===== config.mk =====
export PLATFORM = sky130hd
export DESIGN_NAME = pwc_counter
export DESIGN_NICKNAME = d
export VERILOG_FILES = /design/src/design/pwc_pkg.sv /design/src/design/pwc_counter.sv /design/src/design/pwc_prescaler.sv
export SDC_FILE = /design/constraint.sdc
export NUM_CORES = 1
export LEC_CHECK = 0
export BUFFER_PORTS_ARGS = -buffer_cell sky130_fd_sc_hd__buf_2
export CAP_MARGIN = 20
export CORE_MARGIN = 3
export CORE_UTILIZATION = 40
export CTS_CLUSTER_SIZE = 24
export DETAILED_ROUTE_END_ITERATION = 6
export SKIP_CTS_REPAIR_TIMING = 1
export SLEW_MARGIN = 10
export SYNTH_ARGS = -nofsm -noshare
export SYNTH_HDL_FRONTEND = slang
export SYNTH_SLANG_ARGS = --single-unit

===== constraint.sdc =====
create_clock -name clk -period 7.4 [get_ports clk]
set_input_delay 1.48 -clock clk [delete_from_list [all_inputs] [get_ports clk]]
set_output_delay 1.48 -clock clk [all_outputs]
set_load 0.1 [all_outputs]

===== src/design/pwc_pkg.sv =====
/*
 Constants of the periodic wakeup counter: register offsets,
 control field positions, reset values and field widths.
 Assumes a byte-addressed Wishbone bus with 32-bit data.
*/
package pwc_pkg;
   localparam int unsigned ADR_W = 4;
   localparam logic [3:0] OFS_CTRL = 4'h0;
   localparam logic [3:0] OFS_COUNT = 4'h4;
   localparam logic [3:0] OFS_LIMIT = 4'h8;
   localparam int unsigned FLAG_BIT = 7;
   localparam int unsigned SRC_HI = 6;
   localparam int unsigned SRC_LO = 5;
   localparam int unsigned IE_BIT = 4;
   localparam int unsigned DIV_HI = 3;
   localparam logic [1:0] SRC_RST = 2'h0;
   localparam logic [3:0] DIV_OFF = 4'h0;
   localparam logic [7:0] COUNT_RST = 8'h00;
   localparam logic [7:0] LIMIT_RST = 8'h00;
   localparam int unsigned PRE_W = 18;
   localparam logic [PRE_W-1:0] PRE_RST = 18'h00000;
   localparam int unsigned SYNC_W = 4;
   localparam int unsigned DBG_IDX = 3;
endpackage


===== src/design/pwc_counter.sv =====
/*
 Periodic wakeup counter: source selection, 8-bit up-counter with
 modulo compare, match flag, interrupt request and Wishbone slave.
 Assumes source clocks and debug halt are asynchronous pins,
 and a classic Wishbone master on clk.
*/
// Design decisions made here: register access over Wishbone and the register offsets.
`timescale 1ns/1ps
// Notes on behaviour
// - Writing one to match flag clears it and its request; zero leaves it.
// - Flag sets when count passes from the limit back to zero.
// - Source 00 low-power oscillator, 01 external reference, 1x internal reference.
// - Writing a different source clears prescaler and counter.
// - Writing a different divider code clears prescaler and counter.
// - Interrupt request follows the flag while the enable is one.
// - Low source bit zero: codes 1-7 and 8-15 take the binary/decimal table.
// - Low source bit one: codes 1-7 are 2^10..2^16, 8-15 decimal thousands.
// - Divider code zero holds the prescaler off; counter does not advance.
// - Count register reads the counter and ignores writes.
// - Any limit write stores it and clears prescaler and counter.
// - With limit zero the flag sets on every prescaler pulse.
// - Counter steps once per prescaler period up to the limit, then wraps.
// - Reset stops the counter at zero with all control fields cleared.
// - Debug halt freezes counting; resumes from held value unless restarted.
module pwc_counter (
   input wire logic clk,
   input wire logic reset,
   input wire logic wb_cyc_i,
   input wire logic wb_stb_i,
   input wire logic wb_we_i,
   input wire logic [pwc_pkg::ADR_W-1:0] wb_adr_i,
   input wire logic [3:0] wb_sel_i,
   input wire logic [31:0] wb_dat_i,
   output logic [31:0] wb_dat_o,
   output logic wb_ack_o,
   input wire logic low_power_osc_clk,
   input wire logic external_ref_clk,
   input wire logic internal_ref_clk,
   input wire logic debug_halt,
   output logic match_irq
);
   ////////////////////////////////////////////////////////////////
   // Pin synchronizers and source edge detect
   logic [pwc_pkg::SYNC_W-1:0] s1_q, s2_q;
   logic src_prev_q, src_prev_d;
   logic src_now, tick, dbg;
   logic swap_q, swap_d;

   always_ff @(posedge clk or posedge reset) begin
      if (reset) begin
         s1_q <= 4'h0;
         s2_q <= 4'h0;
         src_prev_q <= 1'b0;
      end else begin
         s1_q <= {debug_halt, internal_ref_clk, external_ref_clk, low_power_osc_clk};
         s2_q <= s1_q;
         src_prev_q <= src_prev_d;
      end
   end

   logic flag_q, flag_d;
   logic [1:0] src_q, src_d;
   logic ie_q, ie_d;
   logic [3:0] div_q, div_d;
   logic [7:0] limit_q, limit_d;
   logic [7:0] cnt_q, cnt_d;
   logic irq_q, irq_d;

   always_comb begin
      if (src_q[1]) begin
         src_now = s2_q[2];
      end else if (src_q[0]) begin
         src_now = s2_q[1];
      end else begin
         src_now = s2_q[0];
      end
      src_prev_d = src_now;
      // Old pin level is stale just after a source swap
      tick = src_now && !src_prev_q && !swap_q;
      dbg = s2_q[pwc_pkg::DBG_IDX];
   end

   ////////////////////////////////////////////////////////////////
   // Wishbone request decode
   logic ack_q, ack_d;
   logic [31:0] dat_q, dat_d;
   logic req, wr, rd, wr_ctrl, wr_limit, rd_ctrl, rd_count, rd_limit;
   logic [7:0] wdat;

   always_comb begin
      req = wb_cyc_i && wb_stb_i && !ack_q;
      wr = req && wb_we_i && wb_sel_i[0];
      rd = req && !wb_we_i;
      wdat = wb_dat_i[7:0];
      wr_ctrl = 1'b0;
      wr_limit = 1'b0;
      rd_ctrl = 1'b0;
      rd_count = 1'b0;
      rd_limit = 1'b0;
      if (wb_adr_i == pwc_pkg::OFS_CTRL) begin
         wr_ctrl = wr;
         rd_ctrl = rd;
      end else if (wb_adr_i == pwc_pkg::OFS_COUNT) begin
         rd_count = rd;
      end else if (wb_adr_i == pwc_pkg::OFS_LIMIT) begin
         wr_limit = wr;
         rd_limit = rd;
      end
   end

   ////////////////////////////////////////////////////////////////
   // Control, counter and flag
   logic restart, src_chg, div_chg, pre_pulse, step, hit;
   logic pend_q, pend_d;

   always_comb begin
      src_chg = wr_ctrl && wdat[pwc_pkg::SRC_HI:pwc_pkg::SRC_LO] != src_q;
      div_chg = wr_ctrl && wdat[pwc_pkg::DIV_HI:0] != div_q;
      // restart on source or divider change, or on any limit write
      restart = src_chg || div_chg || wr_limit;
      // no step while debug halt is seen
      step = (pre_pulse || pend_q) && !dbg && !restart;
      // Pulse that meets the halt waits for its end
      pend_d = (pend_q || pre_pulse) && dbg && !restart;
      swap_d = src_chg;
      hit = step && cnt_q == limit_q;
      src_d = src_q;
      ie_d = ie_q;
      div_d = div_q;
      limit_d = limit_q;
      cnt_d = cnt_q;
      flag_d = flag_q;
      if (wr_ctrl) begin
         src_d = wdat[pwc_pkg::SRC_HI:pwc_pkg::SRC_LO];
         ie_d = wdat[pwc_pkg::IE_BIT];
         div_d = wdat[pwc_pkg::DIV_HI:0];
         if (wdat[pwc_pkg::FLAG_BIT]) begin
            flag_d = 1'b0;
         end
      end
      if (wr_limit) begin
         limit_d = wdat;
      end
      if (restart) begin
         cnt_d = pwc_pkg::COUNT_RST;
      end else if (hit) begin
         // wrap to zero at the limit
         cnt_d = pwc_pkg::COUNT_RST;
      end else if (step) begin
         cnt_d = cnt_q + 8'h01;
      end
      // Set wins over a same-cycle clear
      if (hit) begin
         flag_d = 1'b1;
      end
      irq_d = flag_d && ie_d;
   end

   always_ff @(posedge clk or posedge reset) begin
      if (reset) begin
         flag_q <= 1'b0;
         src_q <= pwc_pkg::SRC_RST;
         ie_q <= 1'b0;
         div_q <= pwc_pkg::DIV_OFF;
         limit_q <= pwc_pkg::LIMIT_RST;
         cnt_q <= pwc_pkg::COUNT_RST;
         irq_q <= 1'b0;
         swap_q <= 1'b0;
         pend_q <= 1'b0;
      end else begin
         flag_q <= flag_d;
         src_q <= src_d;
         ie_q <= ie_d;
         div_q <= div_d;
         limit_q <= limit_d;
         cnt_q <= cnt_d;
         irq_q <= irq_d;
         swap_q <= swap_d;
         pend_q <= pend_d;
      end
   end

   // prescaler runs only with nonzero code and no halt
   pwc_prescaler u_pre (
      .clk(clk),
      .reset(reset),
      .tick(tick),
      .clear(restart),
      .run(div_q != pwc_pkg::DIV_OFF && !dbg),
      .div_sel(div_q),
      .src_lo(src_q[0]),
      .pulse(pre_pulse)
   );

   ////////////////////////////////////////////////////////////////
   // Bus answer, one cycle after the request is seen
   always_comb begin
      ack_d = wb_cyc_i && wb_stb_i && !ack_q;
      dat_d = 32'h00000000;
      if (rd_ctrl) begin
         dat_d[7:0] = {flag_q, src_q, ie_q, div_q};
      end else if (rd_count) begin
         dat_d[7:0] = cnt_q;
      end else if (rd_limit) begin
         dat_d[7:0] = limit_q;
      end
   end

   always_ff @(posedge clk or posedge reset) begin
      if (reset) begin
         ack_q <= 1'b0;
         dat_q <= 32'h00000000;
      end else begin
         ack_q <= ack_d;
         dat_q <= dat_d;
      end
   end

   assign wb_ack_o = ack_q;
   assign wb_dat_o = dat_q;
   assign match_irq = irq_q;
endmodule


===== src/design/pwc_prescaler.sv =====
/*
 Prescaler of the periodic wakeup counter: counts edges of the
 selected source and gives one pulse per divide-by period.
 Assumes tick is already a one-cycle pulse in the clk domain.
*/
`timescale 1ns/1ps
module pwc_prescaler (
   input wire logic clk,
   input wire logic reset,
   input wire logic tick,
   input wire logic clear,
   input wire logic run,
   input wire logic [3:0] div_sel,
   input wire logic src_lo,
   output logic pulse
);
   logic [pwc_pkg::PRE_W-1:0] cnt_q, cnt_d;
   logic pulse_q, pulse_d;
   logic [pwc_pkg::PRE_W-1:0] div_now;

   ////////////////////////////////////////////////////////////////
   // Divide-by table, indexed by low source bit and divider code
   function automatic logic [pwc_pkg::PRE_W-1:0] divisor(input logic lo, input logic [3:0] s);
      logic [pwc_pkg::PRE_W-1:0] d;
      d = 18'h00001;
      if (!lo) begin
         case (s)
            4'h1: d = 18'h00008;
            4'h2: d = 18'h00020;
            4'h3: d = 18'h00040;
            4'h4: d = 18'h00080;
            4'h5: d = 18'h00100;
            4'h6: d = 18'h00200;
            4'h7: d = 18'h00400;
            4'h9: d = 18'h00002;
            4'hA: d = 18'h00004;
            4'hB: d = 18'h0000A;
            4'hC: d = 18'h00010;
            4'hD: d = 18'h00064;
            4'hE: d = 18'h001F4;
            4'hF: d = 18'h003E8;
            default: d = 18'h00001;
         endcase
      end else begin
         case (s)
            4'h1: d = 18'h00400;
            4'h2: d = 18'h00800;
            4'h3: d = 18'h01000;
            4'h4: d = 18'h02000;
            4'h5: d = 18'h04000;
            4'h6: d = 18'h08000;
            4'h7: d = 18'h10000;
            4'h8: d = 18'h003E8;
            4'h9: d = 18'h007D0;
            4'hA: d = 18'h01388;
            4'hB: d = 18'h02710;
            4'hC: d = 18'h04E20;
            4'hD: d = 18'h0C350;
            4'hE: d = 18'h186A0;
            4'hF: d = 18'h30D40;
            default: d = 18'h00001;
         endcase
      end
      return d;
   endfunction

   assign div_now = divisor(src_lo, div_sel);

   always_comb begin
      cnt_d = cnt_q;
      pulse_d = 1'b0;
      if (clear) begin
         cnt_d = pwc_pkg::PRE_RST;
      end else if (run && tick) begin
         if (cnt_q >= div_now - 18'h00001) begin
            cnt_d = pwc_pkg::PRE_RST;
            pulse_d = 1'b1;
         end else begin
            cnt_d = cnt_q + 18'h00001;
         end
      end
   end

   always_ff @(posedge clk or posedge reset) begin
      if (reset) begin
         cnt_q <= 18'h00000;
         pulse_q <= 1'b0;
      end else begin
         cnt_q <= cnt_d;
         pulse_q <= pulse_d;
      end
   end

   assign pulse = pulse_q;
endmodule


==> impl_metrics.env, run 1 <==
export IMPL_ctsHtreeMaxLevel=3
export IMPL_peakVddDrop_uv=158.7
export IMPL_min_from="s1_q[2]"
export IMPL_num_vias=3652
export IMPL_grt_usage_pct=16.83
export IMPL_arrival_ps=4690
export IMPL_drtAntennaViolNets=0
export IMPL_drt_wl_total_um=10120
export IMPL_cp_startpoint="div_q[0]"
export IMPL_rsz0062_at_grt="no"
export IMPL_syn_area_per_cell_um2=8.983
export IMPL_multi_input_area_um2=2571
export IMPL_antenna_cells=0
export IMPL_grt_pass1_vias=3461
export IMPL_fmax_mhz=226.9
export IMPL_tritoncts="built"
export IMPL_power_density_nw_per_um2=287.2
export IMPL_async_flop_share_pct=100.0
export IMPL_root_buffer="clkbuf_8"
export IMPL_synth_distinct_cells=61
export IMPL_layout_min_cycle_time_ps=4408
export IMPL_viasPerCell=5.550
export IMPL_placed_cell_area_um2=4603
export IMPL_syn_area_um2=4456
export IMPL_cp_max_fo=28
export IMPL_synth_warnings=0
export IMPL_crit_type="register to register"
export IMPL_status="completed"
export IMPL_dieArea_um2=12440
export IMPL_num_fill_cells=1020
export IMPL_register_area_um2=1602
export IMPL_clkTransAtPathRegs_ps=70
export IMPL_numCtsBuffers=9
export IMPL_drive_gt1_share_pct=12.45
export IMPL_fin_nets=594
export IMPL_fin_skew_ps=14.25
export IMPL_port_buffers=31
export IMPL_post_drt_wl_per_cell_um=15.38
export IMPL_synth_main_ff_cell="dfrtp_1"
export IMPL_worst_slew_pin_slew_ps=960.2
export IMPL_setup_viol=0
export IMPL_cts_path_max_buffers=2
export IMPL_grt_ovfl_total=0
export IMPL_rows=37
export IMPL_cts_sinks=64
export IMPL_clkLatencyLatePin_ps=350
export IMPL_power_uw=1383
export IMPL_fin_area_um2=4815
export IMPL_area_growth_pct=8.060
export IMPL_fin_crit_sh_pct=59.57
export IMPL_report_final_hold_viol_count=0
export IMPL_io_pins=83
export IMPL_synth_edf_count=0
export IMPL_synth_seq_cells=64
export IMPL_drv_cap=0
export IMPL_start_util_pct=42.21
export IMPL_hp_class="register to register"
export IMPL_start_kind="register"
export IMPL_grt_pass1_wl_um=17200
export IMPL_cp_end_kind="register"
export IMPL_drv_slew=0
export IMPL_postSynthCellCount=496
export IMPL_gp_congestion=0.8033
export IMPL_final_cell_mix="dfrtp_1, nand2_1, buf_2, nand3_1, ha_1"
export IMPL_antenna_found_initial=0
export IMPL_utilization_pct=45.61
export IMPL_die_height_um=111.5
export IMPL_yosysSeqAreaShare_pct=35.94
export IMPL_fp_dieW_um=111.5
export IMPL_required_ps=7680
export IMPL_grt_start_max_net_pins=65
export IMPL_layout_commonest_cell="dfrtp_1"
export IMPL_first_pass_iters=5
export IMPL_slew_headroom_pct=35.50
export IMPL_core_area_um2=10560
export IMPL_rr_startpoint="div_q[0]"
export IMPL_drc=0
export IMPL_place_hpwl_um=7168
export IMPL_drt_iter0_markers=245
export IMPL_p_leak_uw=0.002181
export IMPL_tns_ps=0
==> cells in the mapped netlist (all sizes together), types with 7 or more instances <==
| cell type | count | share of area, % |
|---|---|---|
| clkbuf | 12 | 1.0 |
| nand3 | 29 | 3.3 |
| inv | 21 | 1.8 |
| nor2 | 16 | 1.3 |
| xnor2 | 17 | 3.3 |
| nor4 | 7 | 1.5 |
| a21oi | 24 | 2.7 |
| nand2 | 52 | 4.4 |
| ha | 27 | 7.6 |
| and3 | 7 | 0.98 |
| o21ai | 15 | 1.8 |
| dfrtp | 64 | 36 |
| nor2b | 10 | 1.4 |
| a31oi | 10 | 1.4 |
| xor2 | 13 | 2.6 |
| nor3 | 23 | 2.8 |
| mux2 | 12 | 3.0 |
| a222oi | 8 | 1.8 |
| nand4 | 21 | 2.9 |
| buf | 36 | 5.6 |
==> routing by layer <==
metal  GRT usage [%]  up-vias  wire length, um
met5               0        -                0
met4           6.083        0              156
met3           3.967       12              513
met2           25.69      101             4578
met1           23.36     1735             4871
li1                -     1804                -
==> area by class of cell <==
class	count	share of cell area, %
multi-input combinational	385	53.40
sequential	64	33.26
clock inverter	3	0.3638
inverter	22	1.715
timing repair buffer	36	4.496
tap	136	3.534
clock buffer	12	3.222
==> through the flow <==
step / cells / setup WS [ps] / hold slack (ps)
2_1_floorplan: 519 / 3512 / 331.2
3_3_place_gp: 641 / 3154 / 336.2
3_5_place_dp: 641 / 3012 / 337.8
4_1_cts: 656 / 2965 / 353.0
5_1_grt: 658 / 2593 / 358.4
6_report: 658 / 2992 / 350.0
==> state kept, by name (all words and copies together) (netlist names) <==
signal,flops
cnt_q,8
div_q,4
flag_q,1
ie_q,1
limit_q,8
match_irq,1
pend_q,1
s1_q,4
s2_q,4
src_prev_q,1
src_q,2
swap_q,1
u_pre.cnt_q,18
u_pre.pulse,1
wb_ack_o,1
wb_dat_o,8
==> critical path: stages, from the launching register on <==
cell	delay [ps]
dfrtp_1	640
inv_1	200
ha_1	350
o311ai_1	320
a21oi_1	240
nor4_2	560
nand4b_1	220
xor2_1	190
ha_1	290
and4_1	260
a221oi_2	250
buf_4	320
nor2b_1	210
nand3_1	90
a31oi_1	180
==> logic make-up after synthesis <==
family | Yosys count | synth area share, %
other cells | 1 | 0.08417
buf+inv | 70 | 8.452
mux | 16 | 3.932
simple gates | 190 | 22.94
compound gates | 98 | 15.16
flops | 64 | 35.95
fa+ha+maj | 27 | 7.582
xor+xnor | 30 | 5.897
==> power by group <==
part / total [uW] / switching (uW) / internal, uW
clock network: 269 / 132 / 137
registers: 557 / 131 / 426
logic: 557 / 333 / 225
==> path summary, 6_finish.rpt <==
path                             endpoint  slack (ps)  depth (start not counted)
min in group asynchronous         s1_q[1]        1360                          3
hold / removal                    s2_q[2]         350                          0
setup reg to reg           u_pre.cnt_q[9]        2990                         14
setup / recovery           u_pre.cnt_q[9]        2990                         14
hold reg to reg                   s2_q[2]         350                          0
max in group asynchronous     wb_dat_o[3]        5500                          3
No activity file was read; power rests on OpenSTA's default activity.
==> inputs of run 2 (changes only) <==
ABC_AREA = 1   (was default)
clock period = 4.45 ns   (was 7.4 ns; I/O delays follow)
==> run 2 against run 1 <==
- maximum frequency up 20%
- routed wire length up 12%
- clock skew down 7.1 ps
- global-route usage up 1.3 points
- critical path type unchanged
- highest routed layer unchanged
==> impl_metrics.env, run 2 <==
export IMPL_status="completed"
export IMPL_synthTopCellsByArea="dfrtp_1, nand2_1, ha_1"
export IMPL_final_cell_mix="nand2_1, inv_1, dfrtp_1, nor2_1, nand3_1"
export IMPL_power_density_nw_per_um2=369.0
export IMPL_rows=39
export IMPL_clkTransAtPathRegs_ps=60
export IMPL_power_internal_uw=1178
export IMPL_crit_type="register to register"
export IMPL_clkLatencyLatePin_ps=330
export IMPL_regMostFlops="u_pre.cnt_q"
export IMPL_dieArea_um2=13450
export IMPL_antenna_found_initial=0
export IMPL_root_buffer="clkbuf_16"
export IMPL_layout_setup_ws_ps=784.2
export IMPL_gp_congestion=0.8843
export IMPL_rr_startpoint="div_q[2]"
export IMPL_placed_cell_area_um2=5009
export IMPL_p_clk_share_pct=33.6
export IMPL_io_pins=83
export IMPL_post_drt_wl_per_cell_um=13.03
export IMPL_reg2reg_depth=23
export IMPL_fmax_mhz=272.8
export IMPL_ctsHtreeMaxLevel=3
export IMPL_fin_cells=869
export IMPL_cts_sinks=64
export IMPL_report_final_hold_viol_count=0
export IMPL_viasPerCell=4.924
export IMPL_place_hpwl_um=8758
export IMPL_combPwrFrac_pct=31.6
export IMPL_grt_usage_pct=18.15
export IMPL_swShare_pct=39.73
export IMPL_drt_wl_total_um=11330
export IMPL_fin_area_um2=5298
export IMPL_synth_warnings=0
export IMPL_peakVddDrop_uv=237.4
export IMPL_hp_class="register to register"
export IMPL_syn_area_um2=4838
export IMPL_synth_top_area_cell="dfrtp_1"
export IMPL_fin_crit_sh_pct=82.38
export IMPL_r2r_end="u_pre.cnt_q[8]"
export IMPL_r2r_slack_ps=780
export IMPL_seqPwrFrac_pct=34.9
export IMPL_port_buffers=31
export IMPL_place_inst=852
export IMPL_area_growth_pct=9.491
export IMPL_whs_ps=347.9
export IMPL_cp_startpoint="div_q[2]"
export IMPL_slew_headroom_pct=47.30
export IMPL_synth_main_ff_cell="dfrtp_1"
export IMPL_dp_slack_ps=793.8
export IMPL_register_area_um2=1602
export IMPL_grt_start_max_net_pins=38
export IMPL_fp_dieW_um=116.0
export IMPL_cts_path_max_buffers=2
export IMPL_fin_skew_ps=7.114
export IMPL_switchingPower_uw=776.8
export IMPL_min_from="s1_q[0]"
export IMPL_num_vias=4279
export IMPL_drv_slew=0
export IMPL_largest_reg_flops=18
export IMPL_postSynthCellCount=687
export IMPL_num_fill_cells=1190
export IMPL_layout_commonest_cell="nand2_1"
export IMPL_setup_viol=0
export IMPL_core_area_um2=11610
export IMPL_rsz0062_at_grt="no"
export IMPL_tns_ps=0
export IMPL_drc=0
export IMPL_drt_iter0_markers=212
export IMPL_synth_seq_cells=64
export IMPL_grt_pass1_vias=4026
export IMPL_start_util_pct=41.66
export IMPL_syn_area_per_cell_um2=7.043
export IMPL_arrival_ps=3880
export IMPL_first_pass_iters=5
export IMPL_yosys_area_top_type_share_pct=33.10
export IMPL_yosysSeqAreaShare_pct=33.10
export IMPL_drtAntennaViolNets=0
export IMPL_required_ps=4670
export IMPL_grt_ovfl_total=0
export IMPL_numCtsBuffers=9
export IMPL_p_leak_uw=0.002945
export IMPL_worst_slew_pin_slew_ps=789.4
export IMPL_cp_end_kind="register"
export IMPL_synth_edf_count=0
export IMPL_drv_cap=0
export IMPL_synth_most_common_cell="nand2_1"
export IMPL_antenna_cells=0
export IMPL_drive_gt1_share_pct=11.57
export IMPL_crit_path_end="u_pre.cnt_q[8]"
export IMPL_die_height_um=116.0
export IMPL_synthTopCellsByCount="nand2_1, inv_1, dfrtp_1"
export IMPL_async_flop_share_pct=100.0
export IMPL_fin_nets=797
export IMPL_start_kind="register"
export IMPL_grt_pass1_wl_um=19510
export IMPL_tritoncts="built"
export IMPL_synth_distinct_cells=37
export IMPL_cp_max_fo=22
export IMPL_multi_input_area_um2=2720
export IMPL_layout_min_cycle_time_ps=3666
-- run 2: worst min path at each step --
stage | cells past startpoint | endpoint | slack (ps)
finish | 0 | s2_q[0] | 350
global route | 0 | s2_q[0] | 370
CTS | 0 | s2_q[0] | 350
detailed placement | 0 | s2_q[0] | 340
global placement | 0 | s2_q[1] | 330
floorplan | 0 | s2_q[0] | 330
-- run 2: power by group through the flow --
| stage | Combinational [uW] | Clock [uW] | Sequential, uW |
|---|---|---|---|
| 2_1_floorplan | 530 | 0 | 669 |
| 3_3_place_gp | 602 | 0 | 689 |
| 3_5_place_dp | 619 | 0 | 692 |
| 4_1_cts | 621 | 668 | 681 |
| 5_1_grt | 699 | 694 | 688 |
| 6_report | 617 | 656 | 682 |
-- run 2: cell type report --
cell class,instances,share of cell area (%)
flip-flops and latches,64,30.23
well taps,143,3.377
repair buffers,35,3.448
clock inverters,7,1.110
multi-input cells,523,51.35
inverters,88,6.235
clock buffers,9,4.251
-- run 2: stage by stage --
| step | utilization (%) | power [uW] |
|---|---|---|
| floorplan | - | 1199 |
| finish | 45.62 | 1955 |
| global route | 45.62 | 2082 |
| CTS | 45.57 | 1971 |
| detailed placement | 43.13 | 1310 |
| global placement | 43.13 | 1291 |
-- run 2: logic make-up after synthesis --
family	count (synthesis)	synth area share, %
simple gates	388	34.94
compound gates	46	5.560
buf+inv	123	12.46
flops	64	33.10
fa+ha+maj	27	6.982
other cells	1	0.07751
xor+xnor	38	6.879
-- run 2: metal layers --
| layer | part of all wire [%] | GRT usage (%) |
|---|---|---|
| met1 | 49 | 25.84 |
| met2 | 45 | 28.54 |
| met3 | 3.8 | 3.029 |
| met4 | 1.6 | 5.182 |
| met5 | 0 | 0 |
-- run 2: worst max-delay path, stage by stage (launching register included) --
cell	delay [ps]
dfrtp_1	810
inv_2	190
nand2_1	140
nor2_1	70
inv_1	90
ha_1	190
nand2_1	60
nor2_1	230
nand2_1	180
inv_2	120
nand3_1	80
nand2_1	80
inv_1	50
ha_1	270
nand2_1	40
nor2_1	200
inv_1	80
a21oi_1	160
nor2_1	70
nand2_1	60
nor2_1	30
buf_4	200
nand4_1	100
nand2_1	60
==> inputs of run 3 (changes only) <==
clock period = 3.84 ns   (was 4.45 ns; I/O delays follow)
==> run 3 against run 2 <==
- clock skew is 1.8 ps lower
- sequential power is 13% higher
- routed wire length is 1.6% lower
- global-route usage is 0.094 points lower
- maximum frequency is 12% higher
- combinational power is 20% higher
- sequential cell count stayed put
- worst setup slack worse by 200 ps
- via count is 0.54% lower
- power is 22% higher
- clock-buffer cell count stayed put
- critical path type unchanged
- critical endpoint is now u_pre.cnt_q[6]
==> impl_metrics.env, run 3 (same netlist as run 2, synthesis figures left out) <==
export IMPL_status="completed"
export IMPL_swShare_pct=37.11
export IMPL_setup_viol=0
export IMPL_dieArea_um2=13450
export IMPL_die_height_um=116.0
export IMPL_path_common_cell="nand2_1"
export IMPL_gp_congestion=0.8701
export IMPL_hold_depth=0
export IMPL_cts_sinks=64
export IMPL_num_vias=4256
export IMPL_numCtsBuffers=9
export IMPL_layout_min_cycle_time_ps=3259
export IMPL_min_from="s1_q[2]"
export IMPL_grt_ovfl_total=0
export IMPL_crit_type="register to register"
export IMPL_p_clk_share_pct=36.7
export IMPL_drive_gt1_share_pct=12.05
export IMPL_reg2reg_depth=23
export IMPL_drt_wl_total_um=11140
export IMPL_grt_usage_pct=18.06
export IMPL_required_ps=4050
export IMPL_drv_slew=0
export IMPL_rsz0062_at_grt="no"
export IMPL_cp_end_kind="register"
export IMPL_peakVddDrop_uv=232.7
export IMPL_place_hpwl_um=8525
export IMPL_switchingPower_uw=885.5
export IMPL_r2r_end="u_pre.cnt_q[6]"
export IMPL_slowest_stage="dfrtp_1"
export IMPL_clkLatencyLatePin_ps=330
export IMPL_arrival_ps=3470
export IMPL_start_kind="register"
export IMPL_slew_headroom_pct=24.01
export IMPL_io_pins=83
export IMPL_placed_cell_area_um2=5039
export IMPL_area_growth_pct=11.20
export IMPL_core_area_um2=11610
export IMPL_drv_cap=0
export IMPL_worst_slew_pin_slew_ps=1129
export IMPL_cts_path_max_buffers=2
export IMPL_fin_crit_sh_pct=84.86
export IMPL_power_density_nw_per_um2=443.5
export IMPL_slowest_delay_ps=380
export IMPL_drtAntennaViolNets=0
export IMPL_report_final_hold_viol_count=0
export IMPL_ctsHtreeMaxLevel=3
export IMPL_largest_reg_flops=18
export IMPL_fin_nets=801
export IMPL_holdPathEnd="s2_q[2]"
export IMPL_regMostFlops="u_pre.cnt_q"
export IMPL_power_internal_uw=1501
export IMPL_port_buffers=31
export IMPL_fin_skew_ps=5.295
export IMPL_final_cell_mix="nand2_1, inv_1, dfrtp_1, nor2_1, nand3_1"
export IMPL_cp_max_fo=19
export IMPL_fin_area_um2=5380
export IMPL_tns_ps=0
export IMPL_rows=39
export IMPL_antenna_found_initial=0
export IMPL_post_drt_wl_per_cell_um=12.76
export IMPL_grt_start_max_net_pins=48
export IMPL_layout_commonest_cell="nand2_1"
export IMPL_r2r_slack_ps=580
export IMPL_drc=0
export IMPL_tritoncts="built"
export IMPL_hp_class="register to register"
export IMPL_seqPwrFrac_pct=32.3
export IMPL_fmax_mhz=306.9
export IMPL_root_buffer="clkbuf_16"
export IMPL_clkTransAtPathRegs_ps=60
export IMPL_fp_dieW_um=116.0
export IMPL_grt_pass1_vias=4061
export IMPL_antenna_cells=0
export IMPL_drt_iter0_markers=217
export IMPL_rr_startpoint="div_q[1]"
export IMPL_dp_slack_ps=583.3
export IMPL_p_leak_uw=0.002983
export IMPL_layout_setup_ws_ps=581.2
export IMPL_worstPathCellList="inv_2 > ha_1 > nand2_1 > nand2_1 > nand2_1 > nand2_1 > nor2_1 > nand2_1 > nor2_2 > nand3_1 > nand2_1 > inv_1 > ha_1 > nand2_1 > nor2_1 > inv_1 > a21oi_1 > nor2_1 > nand2_1 > nor2_1 > buf_4 > nand3_1 > nand2_1"
export IMPL_start_util_pct=41.66
export IMPL_viasPerCell=4.875
export IMPL_combPwrFrac_pct=30.9
export IMPL_grt_pass1_wl_um=19380
export IMPL_first_pass_iters=4
## run 3: cell type report
cell class | count | area (um^2)
inverter | 88 | 330.3
fill | 1210 | 6233
multi-input combinational | 523 | 2720
timing repair buffer | 39 | 227.7
clock inverter | 7 | 96.34
sequential | 64 | 1602
tap | 143 | 178.9
clock buffer | 9 | 225.2
## run 3: worst max-delay path by stage
stage / startpoint / endpoint / slack [ps] / cells after the start
after floorplan: div_q[0] / u_pre.cnt_q[12] / 670 / 23
after detailed placement: div_q[1] / u_pre.cnt_q[15] / 580 / 23
after global routing: div_q[1] / u_pre.cnt_q[6] / 140 / 23
final: div_q[1] / u_pre.cnt_q[6] / 580 / 23
after CTS: div_q[1] / u_pre.cnt_q[2] / 560 / 23
after global placement: div_q[1] / u_pre.cnt_q[16] / 620 / 23
## run 3: worst max-delay path, delay by kind of cell, from the launching register on
family	cells	cell delay [ps]
buffers and inverters	4	450
AOI/OAI and AO/OA	1	130
and+or+nand+nor	16	1600
adders and majority gates	2	560
DFF	1	380
## run 3: power groups by stage
| stage | clock network (uW) | registers (uW) | logic [uW] |
|---|---|---|---|
| final | 877 | 771 | 738 |
| after global routing | 928 | 778 | 848 |
| after CTS | 893 | 771 | 742 |
| after detailed placement | 0 | 782 | 739 |
| after global placement | 0 | 781 | 724 |
| after floorplan | 0 | 775 | 614 |
## run 3: metal layers
metal / share of wire, % / global-route usage, % / up-vias
met2: 46 / 28.31 / 84
li1: - / - / 2206
met4: 1.2 / 5.646 / 0
met1: 50 / 25.43 / 1955
met5: 0 / 0 / -
met3: 3.5 / 3.238 / 11
## run 3: per-stage QoR
step	total power (uW)	utilization [%]	instances	hold WS, ps
finish	2386	46.33	873	346.9
global route	2554	46.33	873	357.2
CTS	2406	46.15	872	349.7
detailed placement	1521	43.39	856	335.8
global placement	1504	43.39	856	331.2
floorplan	1389	-	710	331.2
